**src/mac_defs.svh**
```systemverilog
`ifndef MAC_DEFS_SVH
`define MAC_DEFS_SVH
// datapath widths
`define MAC_OP_W 18
`define MAC_HALF_W 9
`define MAC_ACC_W 44
`define MAC_WIDE_W 46
`define MAC_STAGE_W 45
// operand d arithmetic shift distance
`define MAC_D_SHIFT 17
// dot-product scale of 512 as a left shift
`define MAC_DOT_SHIFT 9
// wide sum bit positions
`define MAC_SIGN_BIT 43
`define MAC_CARRY_BIT 44
`define MAC_TOP_BIT 45
// control register slots
`define MAC_CTRL_N 4
`define MAC_CTL_SHIFT 0
`define MAC_CTL_CASCADE 1
`define MAC_CTL_FEEDBACK 2
`define MAC_CTL_SUBTRACT 3
`endif

```
**src/mac_pkg.sv**
```systemverilog
`include "mac_defs.svh"
package mac_pkg;
  typedef logic [`MAC_OP_W-1:0] operand_t;
  typedef logic [`MAC_ACC_W-1:0] acc_t;
  typedef logic signed [`MAC_WIDE_W-1:0] wide_t;
  typedef logic [`MAC_STAGE_W-1:0] stage_t;
  typedef logic [`MAC_CTRL_N-1:0] ctrl_t;
endpackage : mac_pkg

```
**src/multiply_accumulate_18x18.sv**
```systemverilog
// Functional notes
// RULE_01 - dot select picks dot-product or normal mode
// RULE_02 - result is d plus carry plus c, plus/minus product
// RULE_03 - fabric ties c low nine bits to carry
// RULE_04 - operand d: cascade, fed-back result, or zero
// RULE_05 - shift sign-extends operand d right seventeen
// RULE_06 - feedback needs registered result, cascade select low
// RULE_07 - flag kind zero gives overflow or underflow
// RULE_08 - flag kind one gives adder carry extension
// RULE_09 - wide sum is forty-six bits, never overflows
// RULE_10 - cascade output always equals the result
// RULE_11 - cascade input comes from whole neighbour output
// RULE_12 - one rising clock updates every register
// RULE_13 - async clear zeroes all registers at once
// RULE_14 - control register: hold, load value, or input
// RULE_15 - bypassed control register is transparent, still gated
// RULE_16 - data register: hold, clear, or input
// RULE_17 - result and flag share controls; carry and c too
// RULE_18 - unused register groups tied bypass, clear, enable high
// RULE_19 - operands and sums are two's complement signed
`include "mac_defs.svh"
module multiply_accumulate_18x18 (
  input wire logic dot_product_select,
  input wire logic flag_kind_select,
  input wire logic transient_filter_enable,
  input wire logic clock,
  input wire logic async_clear_n,
  input wire mac_pkg::operand_t a,
  input wire logic a_bypass,
  input wire logic a_sync_clear_n,
  input wire logic a_en,
  input wire mac_pkg::operand_t b,
  input wire logic b_bypass,
  input wire logic b_sync_clear_n,
  input wire logic b_en,
  output mac_pkg::acc_t result,
  output logic overflow_or_carry_flag,
  input wire logic result_bypass,
  input wire logic result_sync_clear_n,
  input wire logic result_en,
  output mac_pkg::acc_t cascade_out,
  input wire logic carry_input,
  input wire mac_pkg::acc_t c,
  input wire logic c_bypass,
  input wire logic c_sync_clear_n,
  input wire logic c_en,
  input wire mac_pkg::acc_t cascade_in,
  input wire logic operand_d_shift,
  input wire logic operand_d_shift_bypass,
  input wire logic operand_d_shift_sync_load_n,
  input wire logic operand_d_shift_sync_load_value,
  input wire logic operand_d_shift_en,
  input wire logic cascade_select,
  input wire logic cascade_select_bypass,
  input wire logic cascade_select_sync_load_n,
  input wire logic cascade_select_sync_load_value,
  input wire logic cascade_select_en,
  input wire logic feedback_select,
  input wire logic feedback_select_bypass,
  input wire logic feedback_select_sync_load_n,
  input wire logic feedback_select_sync_load_value,
  input wire logic feedback_select_en,
  input wire logic subtract,
  input wire logic subtract_bypass,
  input wire logic subtract_sync_load_n,
  input wire logic subtract_sync_load_value,
  input wire logic subtract_en
);

  // shared stage: hold, forced load (clear or load value), or take input
  function automatic mac_pkg::stage_t stage_next(
    input logic en,
    input logic load_n,
    input mac_pkg::stage_t load_val,
    input mac_pkg::stage_t d,
    input mac_pkg::stage_t q
  );
    stage_next = en ? (load_n ? d : load_val) : q;
  endfunction : stage_next

  mac_pkg::operand_t a_q, a_d, a_v;
  mac_pkg::operand_t b_q, b_d, b_v;
  mac_pkg::acc_t c_q, c_d, c_v;
  logic cin_q, cin_d, cin_v;
  mac_pkg::acc_t p_q, p_d;
  logic flag_q, flag_d;
  mac_pkg::ctrl_t ctrl_q, ctrl_d, ctrl_v;
  mac_pkg::ctrl_t ctrl_in, ctrl_byp, ctrl_ld_n, ctrl_ld_val, ctrl_en;
  mac_pkg::stage_t c_stage, p_stage;
  mac_pkg::acc_t d_src, operand_d;
  logic signed [2*`MAC_OP_W-1:0] prod_norm;
  logic signed [2*`MAC_HALF_W-1:0] lo_hi, hi_lo;
  logic signed [2*`MAC_HALF_W:0] cross_sum;
  mac_pkg::wide_t product, wide_sum;
  logic flag_calc;

  // gather the four control registers into slots
  assign ctrl_in = {subtract, feedback_select, cascade_select,
                    operand_d_shift};
  assign ctrl_byp = {subtract_bypass, feedback_select_bypass,
                     cascade_select_bypass, operand_d_shift_bypass};
  assign ctrl_ld_n = {subtract_sync_load_n, feedback_select_sync_load_n,
                      cascade_select_sync_load_n,
                      operand_d_shift_sync_load_n};
  assign ctrl_ld_val = {subtract_sync_load_value,
                        feedback_select_sync_load_value,
                        cascade_select_sync_load_value,
                        operand_d_shift_sync_load_value};
  assign ctrl_en = {subtract_en, feedback_select_en, cascade_select_en,
                    operand_d_shift_en};

  // control register next values; load value is taken uninverted
  generate
    for (genvar i = 0; i < `MAC_CTRL_N; i++) begin : g_ctrl
      // RULE_14 hold or load
      always_comb begin
        ctrl_d[i] = ctrl_en[i] ? (ctrl_ld_n[i] ? ctrl_in[i]
                                               : ctrl_ld_val[i])
                               : ctrl_q[i];
      end
      // RULE_15 transparent when bypassed
      always_comb begin
        ctrl_v[i] = async_clear_n & (ctrl_byp[i] ? ctrl_d[i] : ctrl_q[i]);
      end
    end
  endgenerate

  // input data stages; carry and c share one set of controls
  always_comb begin
    // RULE_16 data stage behaviour
    a_d = a_en ? (a_sync_clear_n ? a : '0) : a_q;
    b_d = b_en ? (b_sync_clear_n ? b : '0) : b_q;
    // RULE_17 carry with c
    c_stage = stage_next(c_en, c_sync_clear_n, '0, {carry_input, c},
                         {cin_q, c_q});
    cin_d = c_stage[`MAC_ACC_W];
    c_d = c_stage[`MAC_ACC_W-1:0];
    // RULE_13 clear also masks bypassed paths
    a_v = !async_clear_n ? '0 : (a_bypass ? a_d : a_q);
    b_v = !async_clear_n ? '0 : (b_bypass ? b_d : b_q);
    c_v = !async_clear_n ? '0 : (c_bypass ? c_d : c_q);
    cin_v = async_clear_n & (c_bypass ? cin_d : cin_q);
  end

  // operand d select; feedback reads the stored result, never a bypass
  always_comb begin
    // RULE_04 d source priority
    if (ctrl_v[`MAC_CTL_CASCADE]) begin
      d_src = cascade_in;
    end else if (ctrl_v[`MAC_CTL_FEEDBACK]) begin
      d_src = p_q;
    end else begin
      d_src = '0;
    end
    // RULE_05 arithmetic shift
    operand_d = ctrl_v[`MAC_CTL_SHIFT]
              ? {{`MAC_D_SHIFT{d_src[`MAC_SIGN_BIT]}},
                 d_src[`MAC_ACC_W-1:`MAC_D_SHIFT]}
              : d_src;
  end

  // product term, signed halves in dot-product mode
  always_comb begin
    // RULE_19 signed operands
    prod_norm = $signed(a_v) * $signed(b_v);
    lo_hi = $signed(a_v[`MAC_HALF_W-1:0])
          * $signed(b_v[`MAC_OP_W-1:`MAC_HALF_W]);
    hi_lo = $signed(a_v[`MAC_OP_W-1:`MAC_HALF_W])
          * $signed(b_v[`MAC_HALF_W-1:0]);
    cross_sum = (2*`MAC_HALF_W+1)'(lo_hi) + (2*`MAC_HALF_W+1)'(hi_lo);
    // RULE_01 mode select
    if (dot_product_select) begin
      product = mac_pkg::wide_t'(cross_sum) <<< `MAC_DOT_SHIFT;
    end else begin
      product = mac_pkg::wide_t'(prod_norm);
    end
  end

  // accumulator adder, wide enough that it cannot overflow
  always_comb begin
    // RULE_02 RULE_09 wide sum
    wide_sum = mac_pkg::wide_t'($signed(operand_d))
             + mac_pkg::wide_t'($signed(c_v))
             + mac_pkg::wide_t'({1'b0, cin_v});
    if (ctrl_v[`MAC_CTL_SUBTRACT]) begin
      wide_sum = wide_sum - product;
    end else begin
      wide_sum = wide_sum + product;
    end
    // RULE_07 RULE_08 flag kind
    if (flag_kind_select) begin
      flag_calc = c_v[`MAC_SIGN_BIT] ^ operand_d[`MAC_SIGN_BIT]
                ^ wide_sum[`MAC_CARRY_BIT];
    end else begin
      flag_calc = (wide_sum[`MAC_TOP_BIT] ^ wide_sum[`MAC_CARRY_BIT])
                | (wide_sum[`MAC_CARRY_BIT] ^ wide_sum[`MAC_SIGN_BIT]);
    end
  end

  // result and flag stage share bypass, clear and enable
  always_comb begin
    // RULE_17 result with flag
    p_stage = stage_next(result_en, result_sync_clear_n, '0,
                         {flag_calc, wide_sum[`MAC_ACC_W-1:0]},
                         {flag_q, p_q});
    flag_d = p_stage[`MAC_ACC_W];
    p_d = p_stage[`MAC_ACC_W-1:0];
  end

  // outputs follow the register unless bypassed; cascade mirrors result
  always_comb begin
    // RULE_10 cascade equals result
    if (!async_clear_n) begin
      result = '0;
      cascade_out = '0;
      overflow_or_carry_flag = 1'b0;
    end else begin
      result = result_bypass ? p_d : p_q;
      cascade_out = result_bypass ? p_d : p_q;
      overflow_or_carry_flag = result_bypass ? flag_d : flag_q;
    end
  end

  // all state on the one clock, cleared asynchronously
  // RULE_12 RULE_13 clock and clear
  always_ff @(posedge clock or negedge async_clear_n) begin
    if (!async_clear_n) begin
      a_q <= '0;
      b_q <= '0;
      c_q <= '0;
      cin_q <= 1'b0;
      p_q <= '0;
      flag_q <= 1'b0;
      ctrl_q <= '0;
    end else begin
      a_q <= a_d;
      b_q <= b_d;
      c_q <= c_d;
      cin_q <= cin_d;
      p_q <= p_d;
      flag_q <= flag_d;
      ctrl_q <= ctrl_d;
    end
  end
endmodule : multiply_accumulate_18x18

```
**config.mk**
```make
export PLATFORM = sky130hd
export DESIGN_NAME = multiply_accumulate_18x18
export DESIGN_NICKNAME = d
export VERILOG_FILES = /design/src/mac_pkg.sv /design/src/multiply_accumulate_18x18.sv
export VERILOG_INCLUDE_DIRS = /design/src /design/src/src
export SDC_FILE = /design/constraint.sdc
export NUM_CORES = 2
export LEC_CHECK = 0
export BUFFER_PORTS_ARGS = -buffer_cell sky130_fd_sc_hd__buf_2
export CAP_MARGIN = 20
export CORE_UTILIZATION = 45
export CTS_BUF_LIST = sky130_fd_sc_hd__clkbuf_8
export DETAILED_ROUTE_END_ITERATION = 12
export PLACE_DENSITY_LB_ADDON = 0.1
export SYNTH_ARGS = -nofsm -noshare
export SYNTH_HDL_FRONTEND = slang
export SYNTH_SLANG_ARGS = --single-unit
```
**constraint.sdc**
```tcl
create_clock -name clock -period 72.6 [get_ports clock]
set_clock_uncertainty 0.15 [all_clocks]
set_input_delay 21.78 -clock clock [delete_from_list [all_inputs] [get_ports clock]]
set_output_delay 21.78 -clock clock [all_outputs]
set_load 0.03 [all_outputs]
```
==> reports/summary.txt <==
CP max FO: 23
I/O Buffers: 249
fmax: 17.48 MHz
final slew viol count: 0
Routed WL per cell: 19.46 um
synth warn: 0
Max IR drop VDD: 0.00001352 V
register bit count reported by yosys: 130
CP max stage delay: 730 ps
P_leak: 17.03 nW
vias in the first global route: 26290
largest net degree at the start of global routing: 77
# Post-CTS Setup Buffers: 0
area of the multi-input gates: 23930 um^2
unrepaired setup endpoints after global routing: false
die width: 262.4 um
fillers: 6848
CP startpoint kind: primary input
critical path arrival: 35260 ps
clock transition at the registers of the reported paths: 100 ps
sequential cell area: 3253 um^2
CTS Root Cell: clkbuf_8
vias per inst: 5.511
final hold vios: 0
Setup TNS: 0 ps
DR vias: 25950
Required @ worst endpoint: 50670 ps
share of cells above drive strength 1: 9.395%
Post-CTS Resized: 0
leading cell types in the layout, fill and taps excluded: inv_1 (632), nand2_1 (539), fa_1 (446)
register area share after synthesis: 10.66%
Layout area overhead: 6.557%
Post-Route WL: 91.61 mm
Post-Synthesis Cells: 3733
chip height: 262.4 um
placed cell count: 4673
die area: 68850 um^2
Core Region: 67160 um^2
Tmin final: 57190 ps
GPL Wtd Cong: 0.9513
status: finished, final reports clean
DRC Markers: 0
CTS tree: done
multiplexer share of the synthesized area: 1.357%
Post-synth EDFFs: 0
compound-cell area share of the yosys netlist: 17.30%
# clock sinks: 130
most used cell, CP: fa_1
Max-Cap Viols: 0
Slew headroom: 28.15%
number of antenna violations at the first check in global routing: 4
synth unique cells: 98
Starting Density: 45.43%
GRT Resource Usage Total: 27.55%
hold_buf cts: 0
Avg Cell Area, Syn: 8.174 um^2
drt first pass iters: 6
worst min path class: reg2reg
number of DRC markers in iteration 0: 2006
netlist area before placement: 30510 um^2
ys async rst share: 100.0%
Synth Area in Adders: 39.72%
Finished Layout Cells: 4708
WP buf/inv: 8
Detail Route Antenna Nets: 0
critical path class: in2out
dpl hpwl: 77.04 mm
num rows: 95
Net count, final: 4682
Primary FF master, synth: dfrtp_1
Simple-Gate Fraction of Synth Area: 15.59%
Mapped Nets: 4596
slew at the pin with the worst max-slew slack: 1051 ps
synth top area cells: fa_1 (29%), dfrtp_1 (11%), ha_1 (10%)
Reg2Reg Depth: 44
worst-skew pair later-pin latency: 560 ps
global route overflow: 0
CTS Buf Count: 17
Yosys top cell area share: 29.26%
most common cell after layout, fill and taps aside: inv_1
crit end category: output pin
PwrDens: 17.90 nW/um^2
Synth Area in XOR/XNOR: 4.412%
first-pass GRT wire length: 146.7 mm
Final Cycle Share: 78.78%
Final Setup Violations: 0
kind of cell adding the most delay to the critical path: compound AO/OA/AOI/OAI gates
leading area contributor after synthesis: fa_1
Slowest-stage cell, CP: clkinv_1
Levels on crit path: 48
H-tree depth: 4
combinational family with the most area after synthesis: adder cells
hold path cells: 2
IO Pins: 251
CTS max path bufs: 2
[final timing paths]
path	from	to	slack (ps)
worst max-delay path	b_en	cascade_out[39]	15410
worst min-delay path	c_q[42]	c_q[42]	370
worst max register to register	b_q[8]	p_q[41]	59770
worst min register to register	c_q[42]	c_q[42]	370
max in group asynchronous	async_clear_n	p_q[32]	49380
min in group asynchronous	async_clear_n	c_q[5]	20960
[flip-flops by register name (all words and copies together) (netlist names)]
signal / flops
p_q: 44
flag_q: 1
ctrl_q: 4
a_q: 18
c_q: 44
cin_q: 1
b_q: 18
[synthesized netlist by cell type, drive strengths merged (24+ instances only)]
| master | count |
|---|---|
| a21o | 52 |
| a21oi | 152 |
| a22o | 32 |
| a22oi | 26 |
| a31oi | 31 |
| and2 | 48 |
| and3 | 24 |
| buf | 58 |
| clkbuf | 151 |
| dfrtp | 130 |
| fa | 446 |
| ha | 255 |
| inv | 632 |
| mux2i | 38 |
| nand2 | 540 |
| nand3 | 30 |
| nor2 | 303 |
| nor2b | 24 |
| nor3 | 31 |
| o211a | 45 |
| o21a | 29 |
| o21ai | 227 |
| xnor2 | 112 |
| xor2 | 39 |
[power by group]
group	total, mW	internal, mW	switching (mW)
logic	0.415	0.158	0.256
registers	0.0947	0.0858	0.00887
clock network	0.0725	0.0307	0.0418
total	0.582	0.275	0.307
[kinds of logic (layout without fill, tap and decap cells)]
kind of cell	Yosys count	after routing
AO/OA/AOI/OAI	776	776
adder cells (fa/ha/maj)	701	701
multiplexers	41	41
AND/OR/NAND/NOR	1090	1090
buffers and inverters	843	942
flip-flops	130	130
other	0	3
XOR/XNOR	152	152
[area by class of cell]
class | instances | share of cell area, %
clock inverter | 15 | 0.4849
timing repair buffer | 276 | 4.487
tap | 873 | 3.360
sequential | 130 | 10.01
multi-input combinational | 2760 | 73.60
antenna | 3 | 0.02309
clock buffer | 17 | 0.7196
inverter | 634 | 7.319
[through the flow]
step	setup slack (ps)	utilization (%)	total power, mW	cell area [um^2]	hold slack, ps
after floorplan	17390	-	0.4085	30510	306.2
after global placement	15600	47.82	0.5069	32110	330.1
after detailed placement	15610	47.82	0.5079	32110	342.5
after CTS	15560	48.40	0.5841	32510	368.0
after global routing	14610	48.41	0.6353	32510	389.6
final	15410	48.41	0.5819	32510	371.8
[routing by layer]
metal,track usage [%],vias up,wire (um)
met5,0,-,0
met4,8.506,0,2664
met3,3.008,114,4856
met2,45.58,736,43290
met1,37.89,12860,40800
li1,-,12230,-
[worst register-to-register path: cells and delay by family, from the launching register on]
family / cells / cell delay (ps)
AOI/OAI and AO/OA: 17 / 3750
adders and majority gates: 8 / 3610
and+or+nand+nor: 10 / 3250
buffers and inverters: 6 / 1040
xor gates and xnor gates: 3 / 570
DFF: 1 / 330
No activity file was read; power rests on OpenSTA's default activity.
